[config.mk]
export PLATFORM = sky130hd
export DESIGN_NAME = fifo_ready_lane_config
export DESIGN_NICKNAME = d
export VERILOG_FILES = /design/src/inc/fifo_ready_lane_pkg.sv /design/src/rtl/level_compare.sv /design/src/rtl/fifo_ready_lane_config.sv
export SDC_FILE = /design/constraint.sdc
export NUM_CORES = 1
export LEC_CHECK = 0
export BUFFER_PORTS_ARGS = -buffer_cell sky130_fd_sc_hd__buf_4
export CORE_UTILIZATION = 43
export DETAILED_ROUTE_END_ITERATION = 7
export GPL_TIMING_DRIVEN = 0
export PLACE_DENSITY = 0.74
export SLEW_MARGIN = 20
export SYNTH_ARGS = -nofsm -noshare
export SYNTH_HDL_FRONTEND = slang
export SYNTH_SLANG_ARGS = --single-unit
[constraint.sdc]
create_clock -name i_clk -period 2.68 [get_ports i_clk]
set_input_delay 0.134 -clock i_clk [delete_from_list [all_inputs] [get_ports i_clk]]
set_output_delay 0.134 -clock i_clk [all_outputs]
set_load 0.05 [all_outputs]
[src/inc/fifo_ready_lane_pkg.sv]
// Package: register map, field layout, resets and lane modes of the port config
package fifo_ready_lane_pkg;
   localparam int          REG_ADDR_W        = 4;
   localparam logic [3:0]  OFF_LEVELS        = 4'h0;
   localparam logic [3:0]  OFF_LANE_MODE     = 4'h4;
   localparam logic [3:0]  OFF_STATUS        = 4'h8;
   localparam logic [7:0]  LEVELS_RESET      = 8'h77;
   localparam logic [7:0]  LANE_MODE_RESET   = 8'h00;
   localparam int          TX_LEVEL_LSB      = 4;
   localparam int          RX_LEVEL_LSB      = 0;
   localparam int          LEVEL_W           = 4;
   localparam int          SPLIT_BIT         = 4;
   localparam int          HDR_OFF_BIT       = 2;
   localparam int          WIDTH_BIT         = 1;
   localparam int          ORDER_BIT         = 0;
   localparam logic [7:0]  LANE_MASK_FIRST   = 8'h17;
   localparam logic [7:0]  LANE_MASK_OTHER   = 8'h07;
   localparam int          LEVEL_STEP_BYTES  = 8;
   localparam int          COUNT_W           = 9;

   typedef enum logic [2:0] {
      LANES_SHARED32 = 3'b001,
      LANES_SHARED64 = 3'b010,
      LANES_SPLIT    = 3'b100
   } lane_mode_type;
endpackage : fifo_ready_lane_pkg

[src/rtl/level_compare.sv]
// Threshold comparator: count against 8 x (level + 1) bytes, registered
module level_compare
   import fifo_ready_lane_pkg::*;
#(
   parameter int COUNT_BITS = COUNT_W
) (
   input  wire logic                  i_clk,
   input  wire logic                  i_reset_n,
   input  wire logic [LEVEL_W-1:0]    i_level,
   input  wire logic [COUNT_BITS-1:0] i_count,
   output logic                       o_reached
);
   typedef struct packed {
      logic reached;
   } cmp_state_type;

   cmp_state_type s_q;
   cmp_state_type s_d;

   // Bytes needed for a level code
   function automatic logic [COUNT_BITS-1:0] level_bytes(
      input logic [LEVEL_W-1:0] lvl
   );
      logic [COUNT_BITS-1:0] sum;
      sum = COUNT_BITS'(({1'b0, lvl} + 5'h01) * LEVEL_STEP_BYTES);
      return sum;
   endfunction : level_bytes

   always_comb begin
      s_d         = s_q;
      s_d.reached = (i_count >= level_bytes(i_level));
   end

   always_ff @(posedge i_clk or negedge i_reset_n) begin
      if (!i_reset_n) begin
         s_q <= '0;
      end else begin
         s_q <= s_d;
      end
   end

   assign o_reached = s_q.reached;
endmodule : level_compare

[src/rtl/fifo_ready_lane_config.sv]
// Per-port ready thresholds and bus lane configuration registers
// Functional notes
// RULE1 - Tx ready when free >= 8x(level+1)
// RULE2 - Rx ready when fill >= 8x(level+1)
// RULE3 - Software never writes zero level codes
// RULE4 - Split bit only acts on first port
// RULE5 - Shared 32 lanes when split, width clear
// RULE6 - Shared 64 lanes when width set
// RULE7 - Split: rx low lanes, tx high lanes
// RULE8 - Header-ready-off: only fill threshold counts
// RULE9 - Width set uses 64 bits, else 32
// RULE10 - Software keeps split clear with width set
// RULE11 - Byte order bit set means big-endian
// RULE12 - Reserved bits read zero, writes ignored
module fifo_ready_lane_config
   import fifo_ready_lane_pkg::*;
#(
   parameter bit IS_FIRST_PORT = 1'b1,
   parameter int COUNT_BITS    = COUNT_W
) (
   input  wire logic                  i_clk,
   input  wire logic                  i_reset_n,
   input  wire logic [REG_ADDR_W-1:0] i_addr,
   input  wire logic [7:0]            i_wdata,
   input  wire logic                  i_wr,
   input  wire logic                  i_rd,
   output logic      [7:0]            o_rdata,
   input  wire logic [COUNT_BITS-1:0] i_tx_free_bytes,
   input  wire logic [COUNT_BITS-1:0] i_rx_fill_bytes,
   input  wire logic                  i_rx_header_in_fifo,
   output logic                       o_tx_space_ready,
   output logic                       o_rx_data_ready,
   output logic      [2:0]            o_lane_mode,
   output logic                       o_bus_64bit,
   output logic                       o_big_endian,
   output logic                       o_lane_conflict
);
   // ---------------------------------------------------------------
   // State
   // ---------------------------------------------------------------
   typedef struct packed {
      logic [7:0] levels;
      logic [7:0] lane;
      logic [7:0] rdata;
      logic       hdr;
   } cfg_state_type;

   cfg_state_type s_q;
   cfg_state_type s_d;

   logic tx_reached;
   logic rx_reached;
   logic split_eff;
   logic width_eff;
   logic hdr_off;
   logic [7:0] lane_mask;
   lane_mode_type mode;

   // Reserved positions masked at write; split only on first port
   assign lane_mask = IS_FIRST_PORT ? LANE_MASK_FIRST : LANE_MASK_OTHER;

   // ---------------------------------------------------------------
   // Register file
   // ---------------------------------------------------------------
   always_comb begin
      s_d = s_q;
      s_d.hdr = i_rx_header_in_fifo;
      if (i_wr && i_addr == OFF_LEVELS) begin
         s_d.levels = i_wdata;
      end
      if (i_wr && i_addr == OFF_LANE_MODE) begin
         s_d.lane = i_wdata & lane_mask; // see RULE12 see RULE4
      end
      s_d.rdata = 8'h00;
      if (i_rd) begin
         case (i_addr)
            OFF_LEVELS:    s_d.rdata = s_q.levels;
            OFF_LANE_MODE: s_d.rdata = s_q.lane; // see RULE12
            OFF_STATUS:    s_d.rdata = {5'h00, o_lane_conflict,
                                        o_rx_data_ready,
                                        o_tx_space_ready};
            default:       s_d.rdata = 8'h00;
         endcase
      end
   end

   always_ff @(posedge i_clk or negedge i_reset_n) begin
      if (!i_reset_n) begin
         s_q.levels <= LEVELS_RESET;
         s_q.lane   <= LANE_MODE_RESET;
         s_q.rdata  <= 8'h00;
         s_q.hdr    <= 1'b0;
      end else begin
         s_q <= s_d;
      end
   end

   assign o_rdata = s_q.rdata;

   // ---------------------------------------------------------------
   // Ready thresholds
   // ---------------------------------------------------------------
   level_compare #(
      .COUNT_BITS (COUNT_BITS)
   ) u_tx_cmp (
      .i_clk     (i_clk),
      .i_reset_n (i_reset_n),
      .i_level   (s_q.levels[TX_LEVEL_LSB +: LEVEL_W]),
      .i_count   (i_tx_free_bytes),
      .o_reached (tx_reached)
   );

   level_compare #(
      .COUNT_BITS (COUNT_BITS)
   ) u_rx_cmp (
      .i_clk     (i_clk),
      .i_reset_n (i_reset_n),
      .i_level   (s_q.levels[RX_LEVEL_LSB +: LEVEL_W]),
      .i_count   (i_rx_fill_bytes),
      .o_reached (rx_reached)
   );

   // Header path registered too, so both ready sources line up
   logic hdr_q;
   assign hdr_q = s_q.hdr;

   assign hdr_off          = s_q.lane[HDR_OFF_BIT];
   assign o_tx_space_ready = tx_reached; // see RULE1
   assign o_rx_data_ready  = rx_reached | (hdr_q & ~hdr_off); // see RULE2 see RULE8

   // ---------------------------------------------------------------
   // Lane selection
   // ---------------------------------------------------------------
   assign split_eff = s_q.lane[SPLIT_BIT];
   assign width_eff = s_q.lane[WIDTH_BIT];

   always_comb begin
      mode = LANES_SHARED32; // see RULE5
      case ({split_eff, width_eff})
         2'b00:   mode = LANES_SHARED32; // see RULE5
         2'b01:   mode = LANES_SHARED64; // see RULE6
         2'b10:   mode = LANES_SPLIT;    // see RULE7
         2'b11:   mode = LANES_SPLIT;    // see RULE10
         default: mode = LANES_SHARED32;
      endcase
   end

   assign o_lane_mode     = mode;
   assign o_bus_64bit     = width_eff & ~split_eff; // see RULE9
   assign o_big_endian    = s_q.lane[ORDER_BIT];    // see RULE11
   // Illegal software setting flagged, split still wins
   assign o_lane_conflict = split_eff & width_eff;  // see RULE10

   // ---------------------------------------------------------------
   // Checks
   // ---------------------------------------------------------------
   property p_tx_ready;
      @(posedge i_clk) disable iff (!i_reset_n)
      $past(i_reset_n) |-> o_tx_space_ready == ($past(i_tx_free_bytes) >=
         COUNT_BITS'(({1'b0, $past(s_q.levels[7:4])} + 5'h01) * 8));
   endproperty
   a_tx_ready: assert property (p_tx_ready) // see RULE1
      else $error("tx ready mismatch");

   property p_rx_ready;
      @(posedge i_clk) disable iff (!i_reset_n)
      $past(i_reset_n) && (!hdr_q || hdr_off) |->
         o_rx_data_ready == ($past(i_rx_fill_bytes)
         >= COUNT_BITS'(({1'b0, $past(s_q.levels[3:0])} + 5'h01) * 8));
   endproperty
   a_rx_ready: assert property (p_rx_ready) // see RULE2
      else $error("rx ready mismatch");

   property p_hdr_off;
      @(posedge i_clk) disable iff (!i_reset_n)
      hdr_off && !rx_reached |-> !o_rx_data_ready;
   endproperty
   a_hdr_off: assert property (p_hdr_off) // see RULE8
      else $error("header raised rx ready while disabled");

   property p_split_first;
      @(posedge i_clk) disable iff (!i_reset_n)
      !IS_FIRST_PORT |-> !split_eff && o_lane_mode != LANES_SPLIT;
   endproperty
   a_split_first: assert property (p_split_first) // see RULE4
      else $error("split active on other port");

   property p_shared32;
      @(posedge i_clk) disable iff (!i_reset_n)
      !split_eff && !width_eff |-> o_lane_mode == LANES_SHARED32;
   endproperty
   a_shared32: assert property (p_shared32) // see RULE5
      else $error("shared 32 lane mode wrong");

   property p_shared64;
      @(posedge i_clk) disable iff (!i_reset_n)
      !split_eff && width_eff |-> o_lane_mode == LANES_SHARED64 && o_bus_64bit;
   endproperty
   a_shared64: assert property (p_shared64) // see RULE6
      else $error("shared 64 lane mode wrong");

   property p_split;
      @(posedge i_clk) disable iff (!i_reset_n)
      split_eff |-> o_lane_mode == LANES_SPLIT && !o_bus_64bit;
   endproperty
   a_split: assert property (p_split) // see RULE7
      else $error("split lane mode wrong");

   property p_width;
      @(posedge i_clk) disable iff (!i_reset_n)
      i_wr && i_addr == OFF_LANE_MODE && !i_wdata[4] |=>
         o_bus_64bit == $past(i_wdata[1]);
   endproperty
   a_width: assert property (p_width) // see RULE9
      else $error("bus width not following write");

   property p_order;
      @(posedge i_clk) disable iff (!i_reset_n)
      i_wr && i_addr == OFF_LANE_MODE |=> o_big_endian == $past(i_wdata[0]);
   endproperty
   a_order: assert property (p_order) // see RULE11
      else $error("byte order not following write");

   property p_reserved;
      @(posedge i_clk) disable iff (!i_reset_n)
      i_rd && i_addr == OFF_LANE_MODE |=> (o_rdata & ~lane_mask) == 8'h00;
   endproperty
   a_reserved: assert property (p_reserved) // see RULE12
      else $error("reserved bits read nonzero");

   property p_readback;
      @(posedge i_clk) disable iff (!i_reset_n)
      i_wr && i_addr == OFF_LEVELS ##1 i_rd && i_addr == OFF_LEVELS |=>
         o_rdata == $past(i_wdata, 2);
   endproperty
   a_readback: assert property (p_readback)
      else $error("levels readback mismatch");

   property p_levels_write;
      @(posedge i_clk) disable iff (!i_reset_n)
      i_wr && i_addr == OFF_LEVELS |=> s_q.levels == $past(i_wdata);
   endproperty
   a_levels_write: assert property (p_levels_write) // see RULE1
      else $error("levels write lost");

   property p_lane_write;
      @(posedge i_clk) disable iff (!i_reset_n)
      i_wr && i_addr == OFF_LANE_MODE |=> s_q.lane == ($past(i_wdata) & lane_mask);
   endproperty
   a_lane_write: assert property (p_lane_write) // see RULE12
      else $error("lane write not masked");

   property p_rdata_idle;
      @(posedge i_clk) disable iff (!i_reset_n)
      !i_rd |=> o_rdata == 8'h00;
   endproperty
   a_rdata_idle: assert property (p_rdata_idle)
      else $error("read data not cleared");

   property p_levels_hold;
      @(posedge i_clk) disable iff (!i_reset_n)
      !(i_wr && i_addr == OFF_LEVELS) |=> $stable(s_q.levels);
   endproperty
   a_levels_hold: assert property (p_levels_hold) // see RULE1
      else $error("levels changed without write");

   property p_lane_hold;
      @(posedge i_clk) disable iff (!i_reset_n)
      !(i_wr && i_addr == OFF_LANE_MODE) |=> $stable(s_q.lane);
   endproperty
   a_lane_hold: assert property (p_lane_hold) // see RULE12
      else $error("lane mode changed without write");

   property p_status_read;
      @(posedge i_clk) disable iff (!i_reset_n)
      i_rd && i_addr == OFF_STATUS |=> o_rdata == {5'h00,
         $past(o_lane_conflict), $past(o_rx_data_ready), $past(o_tx_space_ready)};
   endproperty
   a_status_read: assert property (p_status_read)
      else $error("status read mismatch");

   property p_bus64;
      @(posedge i_clk) disable iff (!i_reset_n)
      o_bus_64bit |-> o_lane_mode == LANES_SHARED64;
   endproperty
   a_bus64: assert property (p_bus64) // see RULE9
      else $error("64 bit bus outside shared 64 mode");

   property p_mode_onehot;
      @(posedge i_clk) disable iff (!i_reset_n)
      $onehot(o_lane_mode);
   endproperty
   a_mode_onehot: assert property (p_mode_onehot) // see RULE5
      else $error("lane mode not one-hot");

   property p_order_hold;
      @(posedge i_clk) disable iff (!i_reset_n)
      !(i_wr && i_addr == OFF_LANE_MODE) |=> $stable(o_big_endian);
   endproperty
   a_order_hold: assert property (p_order_hold) // see RULE11
      else $error("byte order changed without write");

   property p_hdr_ready;
      @(posedge i_clk) disable iff (!i_reset_n)
      hdr_q && !hdr_off |-> o_rx_data_ready;
   endproperty
   a_hdr_ready: assert property (p_hdr_ready) // see RULE8
      else $error("header did not raise rx ready");

   property p_tx_below;
      @(posedge i_clk) disable iff (!i_reset_n)
      $past(i_tx_free_bytes) < COUNT_BITS'(LEVEL_STEP_BYTES) |-> !o_tx_space_ready;
   endproperty
   a_tx_below: assert property (p_tx_below) // see RULE1
      else $error("tx ready below smallest threshold");

   property p_unmapped_read;
      @(posedge i_clk) disable iff (!i_reset_n)
      i_rd && i_addr != OFF_LEVELS && i_addr != OFF_LANE_MODE &&
         i_addr != OFF_STATUS |=> o_rdata == 8'h00;
   endproperty
   a_unmapped_read: assert property (p_unmapped_read) // see RULE12
      else $error("unmapped read nonzero");

   property p_other_no_split;
      @(posedge i_clk) disable iff (!i_reset_n)
      !IS_FIRST_PORT |-> !o_lane_conflict;
   endproperty
   a_other_no_split: assert property (p_other_no_split) // see RULE4
      else $error("conflict flagged on other port");

   property p_rx_below;
      @(posedge i_clk) disable iff (!i_reset_n)
      $past(i_rx_fill_bytes) < 9'h008 && !hdr_q |-> !o_rx_data_ready;
   endproperty
   a_rx_below: assert property (p_rx_below) // see RULE2
      else $error("rx ready below smallest threshold");

   c_split: cover property (@(posedge i_clk) o_lane_mode == LANES_SPLIT);
   c_shared64: cover property (@(posedge i_clk)
      o_lane_mode == LANES_SHARED64);
   c_hdr_ready: cover property (@(posedge i_clk)
      hdr_q && !rx_reached && o_rx_data_ready);
   c_tx_ready: cover property (@(posedge i_clk) $rose(o_tx_space_ready));
   c_hdr_off: cover property (@(posedge i_clk)
      hdr_q && hdr_off && !o_rx_data_ready);
endmodule : fifo_ready_lane_config

### After elaboration in Yosys (flattened, before gate mapping)

Cells that the tools add are included.

* output and inout bits: 16
* register bits after elaboration: 23

* equality and inequality tests: 5
* bitwise operators: 6
* reductions and logical operators: 5
* $lt $le $gt $ge: 2
* mux-type cells: 3
* add/subtract/negate cells: 2

Operator list (number)
* $pmux 8 s3: 1
* $ge 9x9->1: 2
* $add 4x1->5 const B: 2
* $pmux 3 s3: 1
* $mux 8: 1
* $eq 2x2->1 const B: 2
* $eq 4x3->1 const B: 1
* $eq 4x4->1 const B: 1
* $logic_not 4->1: 1
* $and 1x1->1: 3
* $eq 2x1->1 const B: 1
* $logic_and 1x1->1: 2
* $logic_not 2->1: 1
* $not 1->1: 2
* $reduce_or 2->1: 1
* $or 1x1->1: 1

### Depth between registers and ports, before layout

* word-level depth: 5
* gate-level depth with buffers: 6
* mapped depth without buffers: 6

### Hierarchy

Synthesis repeated with hierarchy kept, for this count alone.

* cell total of the unflattened synthesis: 116
* area, all modules: 1400.1 um^2

Modules (own cells, without submodules)
* fifo_ready_lane_config: cells an instance 74, area an instance 987.2 um^2, times used 1, sequential area each 533.0 um^2
* level_compare: cells an instance 21, area an instance 206.4 um^2, times used 2, sequential area each 25.0 um^2

### Worst setup path after synthesis

No wires, ideal clock.

* path kind: register -> register
* start point: register s_q[19] in the netlist's numbering
* end point: register u_rx_cmp.s_q, in the netlist u_rx_cmp.o_reached
* setup slack: 1060 ps
* cell stages (with the launch flop): 7
* setup time: 132 ps
* data arrival time: 1487 ps
* cell sequence: dfstp_2 -> nand3_1 -> xor2_1 -> ha_1 -> a21o_1 -> a211oi_1 -> o21ai_0

* longest elaborated chain between the ends: 2

RTL lines
* from (decl): RTL line fifo_ready_lane_config.sv:48 `cfg_state_type s_q;`
* $add 4x1->5: RTL line level_compare.sv:25 `sum = COUNT_BITS'(({1'b0, lvl} + 5'h01) * LEVEL_STEP_BYTES);`
* $ge 9x9->1: RTL line level_compare.sv:31 `s_d.reached = (i_count >= level_bytes(i_level));`
* net u_rx_cmp.s_d: RTL line level_compare.sv:18 `cmp_state_type s_d;`
* to (signal assigned): RTL line level_compare.sv:36 `s_q <= '0;`
* to (signal assigned): RTL line level_compare.sv:38 `s_q <= s_d;`
* to (decl): RTL line level_compare.sv:17 `cmp_state_type s_q;`

The timed path passes the listed nets, and every way through them passes these cells.
A chain may end at the register's enable or synchronous reset.

### Final worst setup path

* start point: register s_q[17] in the netlist's numbering
* end point: register u_rx_cmp.s_q, in the netlist u_rx_cmp.o_reached

The elaborated chain is that of the path after synthesis.

==> impl_metrics.tcl <==
set metrics [dict create \
    status "completed" \
    vias 1031 \
    drc 0 \
    wl_met1_um 1220 \
    grt_pass1_wl_um 4440 \
    ios 51 \
    synth_compound_area_share_pct 6.28 \
    synthSimpleGateAreaFrac_pct 14.0 \
    max_freq_mhz 549 \
    post_cts_buffers 0 \
    synth_edf_count 0 \
    final_util_pct 63.8 \
    layout_common_cells "buf_4 (58), dfrtp_1 (17), ha_1 (12)" \
    synth.area.mux_share_pct 14.6 \
    period_minus_slack_ns 1.82 \
    die_w_um 58.1 \
    cp_max_fo 5 \
    cts_tree "done" \
    power_density_nw_per_um2 585 \
    seqPwrFrac_pct 43.6 \
    met2_length_um 1450 \
    wire_per_inst_um 13.0 \
    hold_path_class "in -> reg" \
    dieArea_um2 3380 \
    cts_buffers 3 \
    top_layer "met4" \
    clock_sinks 23 \
    antenna_cells 0 \
    cp.arrival_ns 2.02 \
    globalplace.congestion 0.720 \
    dp_hpwl_um 2230 \
    finalNetCount 221 \
    ys_ff_latch 23 \
    finalCritPeriodShare_pct 68.0 \
    maxSlewViolCount 0 \
    cts-root-buf "clkbuf_4" \
    worstSetupPathType "reg -> reg" \
    cts_resized 0 \
    postSynthCellCount 117 \
    clockPowerShare_pct 15.3 \
    ys.flop_type "dfrtp_1" \
    insertion_delay_ns 0.31 \
    layout_commonest_cell "buf_4" \
    synth_xor_area_share_pct 2.59 \
    grt_max_degree 24 \
    synth_nets 164 \
    synth_cell_type_count 34 \
    p_sw_w 0.000388 \
    netSwitchingFraction_pct 36.2 \
    start_kind "flop" \
    critPathCaptureType "flop" \
    drv_cap 0 \
    dr_wl_met3_um 106 \
    p_comb_share_pct 41.1 \
    syn_avg_cell_area_um2 11.6 \
    synthToLayoutAreaGrowth_pct 35.5 \
    coreArea_um2 2880 \
    vdd_drop_max_uv 480 \
    tightest_slew_ns 0.343 \
    hold_buffers 2 \
    grt_remaining_overflow 0 \
    setup_viol 0 \
    hold_violations 0 \
    p_int_w 0.000685 \
    clkTransAtPathRegs_ns 0.13 \
    avgViaCountPerCell 4.80 \
    row_count 19 \
    drt-total-wl_um 2800 \
    yosysSeqAreaShare_pct 43.1 \
    relSlewSlack_pct 77.1 \
    grt_use_total_pct 17.6 \
    layout-drive-gt1-share_pct 50.9 \
    async_flop_share_pct 100 \
    numPortBuffers 49 \
    drtAntennaViolNets 0 \
    grt_pass1_vias 998 \
    grt_antenna_before_repair 0 \
    finClkSkew_ns 0.00321 \
    ys.warnings.count 0 \
    htreeDepth 1 \
    rsz0062_at_grt "false" \
    syn_area_um2 1350 \
    synth_top_family_by_area "multiplexers" \
    fin_setup_tns_ns 0 \
    die_h_um 58.1 \
    start_util_pct 47.1 \
    firstDrtPassIters 4 \
    cts.path.max_buffers 2 \
    drt_iter0_drc 22 \
    cp.required_ns 2.87 \
    p_leak_nw 0.926 \
    synthAdderAreaFrac_pct 11.1 \
]
==> logic make-up after synthesis <==
| group | Yosys count |
|---|---|
| AND/OR/NAND/NOR | 31 |
| flip-flops | 23 |
| buffers and inverters | 19 |
| multiplexers | 15 |
| AO/OA/AOI/OAI | 13 |
| adder cells (fa/ha/maj) | 12 |
| XOR/XNOR | 4 |
==> Yosys cell counts (2+ instances only) <==
cell type	n	area share, %
dfrtp_1	17	31
a211oi_1	2	1.1
nor2_1	3	0.83
nor2b_1	3	1.4
xnor2_1	2	1.3
mux2_4	8	8.9
nand2_1	3	0.83
xor2_1	2	1.3
o21ai_0	5	1.8
ha_1	12	11
and2_1	5	2.3
buf_4	9	5.0
inv_1	7	1.9
a21o_1	2	1.1
mux2_2	6	5.0
dfstp_2	6	12
nand3_1	8	3.0
==> stage by stage <==
step	instances	total power [W]	hold slack [ns]	instance area (um^2)	worst slack, ns
floorplan	117	0.000765	-0.162	1350	1.06
global placement	208	0.000889	0.0353	1770	0.952
detailed placement	208	0.000913	0.0404	1770	0.891
CTS	214	0.00108	0.0156	1820	0.872
global route	215	0.00115	0.0225	1830	0.795
finish	215	0.00107	0.0446	1830	0.859
==> state kept, by name, indices dropped and copies added (netlist names) <==
signal	cells
o_big_endian	1
u_rx_cmp.o_reached	1
o_rdata	8
s_q	10
hdr_q	1
u_tx_cmp.o_reached	1
hdr_off	1
==> per-layer routing <==
| layer | vias to the layer above | global-route usage, % |
|---|---|---|
| li1 | 515 | - |
| met1 | 487 | 22.1 |
| met2 | 27 | 31.2 |
| met3 | 2 | 2.90 |
| met4 | 0 | 5.10 |
| met5 | - | 0 |
==> cell type report <==
| type | instances | area (um^2) |
|---|---|---|
| inverter | 7 | 26.3 |
| clock buffer | 3 | 22.5 |
| sequential | 23 | 583 |
| fill | 238 | 1040 |
| timing repair buffer | 52 | 398 |
| multi-input combinational | 75 | 657 |
| tap | 42 | 52.6 |
| clock inverter | 1 | 7.51 |
| buffer | 12 | 87.6 |
==> worst max-delay path, cell delays in order (launching register included) <==
cell and delay (ns):
dfstp_2 0.59, ha_1 0.23, inv_1 0.05, ha_1 0.23, nor4b_1 0.15, a221oi_1 0.33
o21ai_0 0.12
==> final timing paths <==
path	start	endpoint	slack (ns)	cells after the start
worst max-delay path	s_q[17]$_DFFE_PN1P_	u_rx_cmp.o_reached$_DFF_PN0_	0.86	6
worst min-delay path	i_wdata[3]	s_q[20]$_DFFE_PN0P_	0.04	2
worst max register to register	s_q[17]$_DFFE_PN1P_	u_rx_cmp.o_reached$_DFF_PN0_	0.86	6
min in group asynchronous	i_reset_n	o_rdata[6]$_DFF_PN0_	0.24	2
worst min register to register	s_q[22]$_DFFE_PN1P_	o_rdata[5]$_DFF_PN0_	0.56	1
max in group asynchronous	i_reset_n	s_q[17]$_DFFE_PN1P_	2.16	2
==> power by group through the flow <==
| stage | Combinational, W | Clock [W] | Sequential, W |
|---|---|---|---|
| finish | 0.000441 | 0.000165 | 0.000468 |
| global route | 0.000482 | 0.000189 | 0.000477 |
| CTS | 0.000443 | 0.000171 | 0.000469 |
| detailed placement | 0.000438 | 0 | 0.000475 |
| global placement | 0.000419 | 0 | 0.000470 |
| floorplan | 0.000289 | 0 | 0.000476 |
Power figures use the tool's default switching activity.
